==> src/gpo_pkg.sv <==
// shared constants and types for the six-pin output port
package gpo_pkg;

  localparam int PORT_W = 6;
  localparam int DATA_W = 32;
  localparam int SEL_W  = 4;
  localparam int HI_LSB = 8;

  // register indices; byte address on the bus is four times the index
  localparam logic [15:0] IDX_LEVEL    = 16'hf210;
  localparam logic [15:0] IDX_DRV_LO   = 16'hf212;
  localparam logic [15:0] IDX_DRV_HI   = 16'hf213;
  localparam logic [15:0] IDX_FUNC     = 16'hf214;
  localparam logic [15:0] IDX_DRV_WORD = 16'hf215;

  localparam logic [PORT_W-1:0] FIELD_RESET = 6'h00;
  localparam logic [PORT_W-1:0] ALL_PINS    = 6'h3f;

  // pin 2 has no secondary source
  localparam int NO_ALT_PIN = 2;
  localparam logic [PORT_W-1:0] ALT_MASK = 6'h3b;

  typedef enum logic [1:0] {
    DRIVE_HIZ,
    DRIVE_PCH_OD,
    DRIVE_NCH_OD,
    DRIVE_CMOS
  } drive_mode_t;

endpackage : gpo_pkg

==> src/level_sync.sv <==
// two-stage synchroniser bank for levels from other clock domains
module level_sync #(
  parameter int WIDTH = 6
) (
  input  wire logic             clock_i, // system clock
  input  wire logic             rst_i,   // async reset, active high
  input  wire logic [WIDTH-1:0] async_i, // foreign-domain levels
  output logic      [WIDTH-1:0] sync_o   // synchronised levels
);

  logic [WIDTH-1:0] meta_q;
  logic [WIDTH-1:0] sync_q;

  // first stage is read only by the second stage
  always_ff @(posedge clock_i or posedge rst_i)
  begin
    if (rst_i)
    begin
      meta_q <= '0;
      sync_q <= '0;
    end
    else
    begin
      meta_q <= async_i;
      sync_q <= meta_q;
    end
  end

  assign sync_o = sync_q;

endmodule : level_sync

==> src/pin_drive.sv <==
// one pin's driver: turns level and drive mode into out and enable
module pin_drive (
  input  wire logic               clock_i,  // system clock
  input  wire logic               rst_i,    // async reset, active high
  input  wire logic               level_i,  // level to present
  input  gpo_pkg::drive_mode_t    mode_i,   // driver mode
  output logic                    pin_o,    // pad output value
  output logic                    pin_oe_o  // pad output enable
);

  logic out_d;
  logic oe_d;
  logic out_q;
  logic oe_q;

  always_comb
  begin
    out_d = 1'b0;
    oe_d  = 1'b0;
    unique case (mode_i)
      gpo_pkg::DRIVE_HIZ:
      begin
        out_d = 1'b0;
        oe_d  = 1'b0;
      end
      gpo_pkg::DRIVE_PCH_OD:
      begin
        out_d = 1'b1;
        oe_d  = level_i;
      end
      gpo_pkg::DRIVE_NCH_OD:
      begin
        out_d = 1'b0;
        oe_d  = ~level_i;
      end
      gpo_pkg::DRIVE_CMOS:
      begin
        out_d = level_i;
        oe_d  = 1'b1;
      end
    endcase
  end

  // registered so the pad never sees decode glitches
  always_ff @(posedge clock_i or posedge rst_i)
  begin
    if (rst_i)
    begin
      out_q <= 1'b0;
      oe_q  <= 1'b0;
    end
    else
    begin
      out_q <= out_d;
      oe_q  <= oe_d;
    end
  end

  assign pin_o    = out_q;
  assign pin_oe_o = oe_q;

endmodule : pin_drive

==> src/six_bit_output_port.sv <==
// six-pin output port with wishbone registers and secondary sources
//
// Operation
// - in cmos mode each pin follows its data bit, 0 low and 1 high
// - data register reads back the written value, not the pins
// - control pair per pin: 00 hiz, 01 p-open, 10 n-open, 11 cmos
// - high-impedance mode turns both drivers off regardless of data
// - all four registers reset to zero: hiz, primary, low
// - select bit 0 makes the pin a plain output of its data bit
// - select bit 0 set routes slow clock to pin 0
// - select bit 1 set routes fast clock to pin 1
// - select bit 3 set routes pwm channel a to pin 3
// - select bit 4 set routes pwm channel b to pin 4
// - driver registers adjacent, low first; byte or 16-bit access
// - select bit 5 set routes pwm channel c to pin 5
// - output only: no direction register, no pin input path
module six_bit_output_port #(
  parameter int ADDR_W = 18
) (
  input  wire logic                  clock_i,            // system clock
  input  wire logic                  rst_i,              // async reset
  input  wire logic [ADDR_W-1:0]     wb_adr_i,           // byte address
  input  wire logic [31:0]           wb_dat_i,           // write data
  output logic      [31:0]           wb_dat_o,           // read data
  input  wire logic                  wb_we_i,            // write enable
  input  wire logic [3:0]            wb_sel_i,           // byte lanes
  input  wire logic                  wb_cyc_i,           // bus cycle
  input  wire logic                  wb_stb_i,           // strobe
  output logic                       wb_ack_o,           // acknowledge
  input  wire logic                  slow_clock_out_i,   // slow clock
  input  wire logic                  fast_clock_out_i,   // fast clock
  input  wire logic                  pulse_width_ch_a_i, // pwm a
  input  wire logic                  pulse_width_ch_b_i, // pwm b
  input  wire logic                  pulse_width_ch_c_i, // pwm c
  output logic      [5:0]            port_pin_o,         // pad values
  output logic      [5:0]            port_pin_oe_o       // pad enables
);

  localparam int PW = gpo_pkg::PORT_W;

  logic [PW-1:0] level_q;
  logic [PW-1:0] drv_lo_q;
  logic [PW-1:0] drv_hi_q;
  logic [PW-1:0] func_q;
  logic          ack_q;
  logic [31:0]   rdat_q;
  logic [31:0]   rdat_d;
  logic [15:0]   idx;
  logic          req;
  logic          wr;
  logic          hit_level;
  logic          hit_lo;
  logic          hit_hi;
  logic          hit_func;
  logic          hit_word;
  logic [PW-1:0] alt_raw;
  logic [PW-1:0] alt_sync;
  logic [PW-1:0] pin_value;

  assign idx = wb_adr_i[ADDR_W-1:2];
  assign req = wb_cyc_i & wb_stb_i & ~ack_q;
  // write lands on the edge where the master sees ack
  assign wr  = wb_cyc_i & wb_stb_i & wb_we_i & ack_q;

  assign hit_level = (idx == gpo_pkg::IDX_LEVEL);
  assign hit_lo    = (idx == gpo_pkg::IDX_DRV_LO);
  assign hit_hi    = (idx == gpo_pkg::IDX_DRV_HI);
  assign hit_func  = (idx == gpo_pkg::IDX_FUNC);
  assign hit_word  = (idx == gpo_pkg::IDX_DRV_WORD);

  // one ack per request; unmapped addresses are acked with zero data
  always_ff @(posedge clock_i or posedge rst_i)
  begin
    if (rst_i)
      ack_q <= 1'b0;
    else
      ack_q <= req;
  end

  always_ff @(posedge clock_i or posedge rst_i)
  begin
    if (rst_i)
      level_q <= gpo_pkg::FIELD_RESET;
    else if (wr && hit_level && wb_sel_i[0])
      level_q <= wb_dat_i[PW-1:0];
  end

  always_ff @(posedge clock_i or posedge rst_i)
  begin
    if (rst_i)
      drv_lo_q <= gpo_pkg::FIELD_RESET;
    else if (wr && hit_lo && wb_sel_i[0])
      drv_lo_q <= wb_dat_i[PW-1:0];
    else if (wr && hit_word && wb_sel_i[0])
      drv_lo_q <= wb_dat_i[PW-1:0];
  end

  always_ff @(posedge clock_i or posedge rst_i)
  begin
    if (rst_i)
      drv_hi_q <= gpo_pkg::FIELD_RESET;
    else if (wr && hit_hi && wb_sel_i[0])
      drv_hi_q <= wb_dat_i[PW-1:0];
    else if (wr && hit_word && wb_sel_i[1])
      drv_hi_q <= wb_dat_i[gpo_pkg::HI_LSB +: PW];
  end

  always_ff @(posedge clock_i or posedge rst_i)
  begin
    if (rst_i)
      func_q <= gpo_pkg::FIELD_RESET;
    else if (wr && hit_func && wb_sel_i[0])
      func_q <= wb_dat_i[PW-1:0];
  end

  always_comb
  begin
    rdat_d = '0;
    if (hit_level)
      rdat_d = 32'(level_q);
    else if (hit_lo)
      rdat_d = 32'(drv_lo_q);
    else if (hit_hi)
      rdat_d = 32'(drv_hi_q);
    else if (hit_func)
      rdat_d = 32'(func_q);
    else if (hit_word)
      rdat_d = 32'(drv_lo_q) | (32'(drv_hi_q) << gpo_pkg::HI_LSB);
  end

  always_ff @(posedge clock_i or posedge rst_i)
  begin
    if (rst_i)
      rdat_q <= '0;
    else if (req && !wb_we_i)
      rdat_q <= rdat_d;
    else
      rdat_q <= '0;
  end

  assign wb_dat_o = rdat_q;
  assign wb_ack_o = ack_q;

  // clocks and pwm arrive from other domains, so they are synchronised;
  // a clock much faster than clock_i will alias on the pad
  // per-pin sources
  assign alt_raw = {pulse_width_ch_c_i, pulse_width_ch_b_i,
                    pulse_width_ch_a_i, 1'b0,
                    fast_clock_out_i, slow_clock_out_i};

  level_sync #(
    .WIDTH (PW)
  ) u_alt_sync (
    .clock_i (clock_i),
    .rst_i   (rst_i),
    .async_i (alt_raw),
    .sync_o  (alt_sync)
  );

  genvar gi;
  generate
    for (gi = 0; gi < PW; gi++)
    begin : g_pin
      if (gi == gpo_pkg::NO_ALT_PIN)
      begin : g_plain
        assign pin_value[gi] = level_q[gi];
      end
      else
      begin : g_alt
        assign pin_value[gi] = func_q[gi] ? alt_sync[gi] : level_q[gi];
      end

      pin_drive u_drive (
        .clock_i  (clock_i),
        .rst_i    (rst_i),
        .level_i  (pin_value[gi]),
        .mode_i   (gpo_pkg::drive_mode_t'({drv_hi_q[gi], drv_lo_q[gi]})),
        .pin_o    (port_pin_o[gi]),
        .pin_oe_o (port_pin_oe_o[gi])
      );
    end
  endgenerate
endmodule : six_bit_output_port

==> config.mk <==
export PLATFORM = sky130hd
export DESIGN_NAME = six_bit_output_port
export DESIGN_NICKNAME = d
export VERILOG_FILES = /design/src/gpo_pkg.sv /design/src/level_sync.sv /design/src/pin_drive.sv /design/src/six_bit_output_port.sv
export SDC_FILE = /design/constraint.sdc
export NUM_CORES = 1
export LEC_CHECK = 0
export BUFFER_PORTS_ARGS = -buffer_cell sky130_fd_sc_hd__buf_2
export CAP_MARGIN = 15
export CORE_AREA = 2 2 76 78
export CTS_CLUSTER_SIZE = 8
export DETAILED_ROUTE_END_ITERATION = 8
export DIE_AREA = 0 0 78 80
export PLACE_DENSITY = 0.82
export SLEW_MARGIN = 0
export SYNTH_ARGS = -nofsm -noshare
export SYNTH_HDL_FRONTEND = slang
export SYNTH_SLANG_ARGS = --single-unit
==> constraint.sdc <==
create_clock -name clock_i -period 4.3 [get_ports clock_i]
set_clock_uncertainty 0.15 [all_clocks]
set_input_delay 1.075 -clock clock_i [delete_from_list [all_inputs] [get_ports clock_i]]
set_output_delay 1.075 -clock clock_i [all_outputs]
set_load 0.01 [all_outputs]
==> flow_metrics.env <==
export IMPL_outcome="completed"
export IMPL_via_per_inst=5.063
export IMPL_drive_gt1_frac=0.4731
export IMPL_cts_sinks=59
export IMPL_fin_crit_sh=0.7761
export IMPL_max_clock_path_buffers=2
export IMPL_crit_top_cell="mux2_2"
export IMPL_core_area_sq_mm=0.005405
export IMPL_min_period_ns=3.337
export IMPL_cts_resized=0
export IMPL_powerDensity_mw_per_mm2=348.7
export IMPL_firstDrtPassIters=4
export IMPL_yosysUniqueCellTypes=30
export IMPL_antenna_found_initial=0
export IMPL_crit_chain="buf_2, or4b_4, or3_4, nor3_4, mux2_2, mux2_2"
export IMPL_setup_viol_count_final=0
export IMPL_cp_num_cells=6
export IMPL_cp_end_kind="flip-flop"
export IMPL_crit_required_ns=4.37
export IMPL_path_buf_inv=1
export IMPL_cp_arrival_ns=3.40
export IMPL_cts_tree="done"
export IMPL_portBuffers=64
export IMPL_finalWirelength_mm=5.204
export IMPL_wl_met2_mm=2.625
export IMPL_num_vias=1777
export IMPL_clk_insertion_delay_late_ns=0.33
export IMPL_wl_met1_mm=2.101
export IMPL_ys_ff_latch=59
export IMPL_die_w_microns=78
export IMPL_top_layer="met4"
export IMPL_ios=109
export IMPL_reg2reg_depth=3
export IMPL_max_stage_delay_ns=0.56
export IMPL_n_antenna_cell=0
export IMPL_worst_pin_slew_ns=0.8522
export IMPL_dr_wl_met3_microns=396
export IMPL_cp_start_kind="input port"
export IMPL_overflow=0
export IMPL_syn_avg_cell_area_sq_um=12.85
export IMPL_cts_root_buf="clkbuf_8"
export IMPL_path_delay_family="simple AND/OR/NAND/NOR gates"
export IMPL_whs_path_depth=0
export IMPL_cts_hold_buffers=0
export IMPL_synth_cells=210
export IMPL_dp_hpwl_mm=3.724
export IMPL_rsz0062_at_grt="no"
export IMPL_slew_violations=0
export IMPL_yosysSeqAreaShare=0.5471
export IMPL_syn2layout_area_growth_pct=16.74
export IMPL_leakagePower_nw=1.653
export IMPL_peakVddDrop_mv=0.2325
export IMPL_num_rows=27
export IMPL_synthesis_area_sq_mm=0.002699
export IMPL_crit_type="in2reg"
export IMPL_synth_warnings=0
export IMPL_path_clk_slew_ns=0.06
export IMPL_grt_pass1_wl_mm=8.211
export IMPL_die_h_microns=80
export IMPL_hold_class="reg2reg"
export IMPL_initial_core_util=0.4993
export IMPL_grt_usage=0.1802
export IMPL_maxCapViolations=0
export IMPL_grt_pass1_vias=1742
export IMPL_gp_congestion=0.8027
export IMPL_final_antenna_net_count=0
export IMPL_p_total_mw=1.099
export IMPL_slew_headroom=0.4275
export IMPL_htree_num_levels=3
export IMPL_hold_viol=0
export IMPL_wl_per_cell_microns=14.83
export IMPL_setup_tns_final_ns=0
export IMPL_final_util=0.5829
export IMPL_post_cts_setup_buffers=0
export IMPL_dieArea_sq_mm=0.006240
export IMPL_fill_cells=454
export IMPL_numCtsBuffers=9
export IMPL_worstPathMaxFanout=12
export IMPL_drt_iter0_drc=66
export IMPL_critical_path_slowest_cell="or4b_4"
export IMPL_grt_max_degree=34
export IMPL_drc_errors=0
export IMPL_fmax_mhz=299.6
export IMPL_final_nets=338
## layer usage
| metal | GRT usage | vias to the layer above |
|---|---|---|
| met5 | 0 | - |
| met4 | 0.08421 | 0 |
| met3 | 0.07579 | 10 |
| met2 | 0.2983 | 87 |
| met1 | 0.2025 | 864 |
| li1 | - | 816 |
## registers in the layout, summed over array words and instances (netlist names)
signal                  count
drv_lo_q                    6
g_pin.u_drive.pin_o         6
u_alt_sync.meta_q           5
func_q                      6
drv_hi_q                    6
wb_ack_o                    1
wb_dat_o                   12
level_q                     6
g_pin.u_drive.pin_oe_o      6
u_alt_sync.sync_o           5
## final timing paths
kind / startpoint / end / slack (ns)
min in group asynchronous: rst_i / g_pin[5].u_drive.pin_oe_o$_DFF_PP0_ / 0.68
max reg2reg: wb_ack_o$_DFF_PP0_ / wb_dat_o[8]$_DFF_PP0_ / 2.32
min: u_alt_sync.meta_q[1]$_DFF_PP0_ / u_alt_sync.sync_o[1]$_DFF_PP0_ / 0.20
max in group asynchronous: rst_i / g_pin[1].u_drive.pin_o$_DFF_PP0_ / 2.51
min reg2reg: u_alt_sync.meta_q[1]$_DFF_PP0_ / u_alt_sync.sync_o[1]$_DFF_PP0_ / 0.20
max: wb_adr_i[9] / drv_hi_q[5]$_DFFE_PP0P_ / 0.96
## power by group
| part | leakage, nW | internal (mW) | switching [mW] |
|---|---|---|---|
| sequential | 0.801 | 0.560 | 0.00169 |
| clock | 0.0926 | 0.282 | 0.202 |
| combinational | 0.760 | 0.0180 | 0.0337 |
| total | 1.65 | 0.861 | 0.238 |
## metrics by stage
| stage | instance area (sq um) | cells | setup WS [ns] | hold WS (ns) |
|---|---|---|---|---|
| 2_1_floorplan | 2770 | 229 | 1.060 | 0.1812 |
| 3_3_place_gp | 2955 | 335 | 0.6735 | 0.1824 |
| 3_5_place_dp | 2955 | 335 | 0.6251 | 0.1862 |
| 4_1_cts | 3151 | 351 | 0.9697 | 0.1993 |
| 5_1_grt | 3151 | 351 | 0.9543 | 0.2133 |
| 6_report | 3151 | 351 | 0.9626 | 0.1973 |
## synth_stat cells
| cell | n | area share |
|---|---|---|
| a21boi_0 | 5 | 0.014 |
| a21o_2 | 6 | 0.019 |
| a21oi_1 | 6 | 0.011 |
| a221oi_1 | 1 | 0.0032 |
| a22oi_1 | 6 | 0.017 |
| and2_1 | 7 | 0.016 |
| and3b_1 | 1 | 0.0032 |
| and4_1 | 1 | 0.0032 |
| buf_4 | 32 | 0.089 |
| buf_6 | 1 | 0.0042 |
| clkbuf_1 | 1 | 0.0014 |
| conb_1 | 1 | 0.0014 |
| dfrtp_1 | 59 | 0.55 |
| inv_1 | 3 | 0.0042 |
| mux2_2 | 33 | 0.14 |
| mux2i_1 | 5 | 0.019 |
| nand2_1 | 12 | 0.017 |
| nand2b_1 | 3 | 0.0070 |
| nand4b_1 | 1 | 0.0032 |
| nor2_1 | 2 | 0.0028 |
| nor3_1 | 5 | 0.0093 |
| nor3_4 | 4 | 0.024 |
| nor3b_4 | 1 | 0.0070 |
| o21ai_0 | 6 | 0.011 |
| o31ai_1 | 1 | 0.0028 |
| or2_2 | 2 | 0.0046 |
| or3_4 | 1 | 0.0042 |
| or3b_2 | 1 | 0.0032 |
| or4b_4 | 1 | 0.0051 |
| or4bb_1 | 2 | 0.0083 |
## final cells by class
cell class / count / area (sq um) / area share
clock buffer: 12 / 145.1 / 0.04607
clock inverter: 4 / 50.05 / 0.01589
inverter: 3 / 11.26 / 0.003574
multi-input combinational: 133 / 1027 / 0.3261
sequential: 59 / 1476 / 0.4686
tap: 72 / 90.09 / 0.02859
timing repair buffer: 68 / 350.3 / 0.1112
## cell families (layout without fill, tap and decap cells)
group | Yosys count | in the layout | share of synthesized area
DFF | 59 | 59 | 0.5471
and+or+nand+nor | 44 | 44 | 0.1182
muxes | 38 | 38 | 0.1562
buffers and inverters | 37 | 87 | 0.09875
AOI/OAI and AO/OA | 31 | 31 | 0.07835
other | 1 | 20 | 0.001389
## layout by cell type, fill, tap and decap left out, drive strengths merged, types with 2 or more instances in the layout
| cell type | count |
|---|---|
| and2 | 7 |
| buf | 68 |
| or2 | 2 |
| nor2 | 2 |
| or4bb | 2 |
| a21o | 6 |
| a22oi | 6 |
| mux2 | 33 |
| a21boi | 5 |
| nand2b | 3 |
| mux2i | 5 |
| conb | 20 |
| nor3 | 9 |
| inv | 3 |
| nand2 | 12 |
| clkinvlp | 2 |
| o21ai | 6 |
| clkbuf | 12 |
| dfrtp | 59 |
| a21oi | 6 |
(Power assumes the default switching activity.)
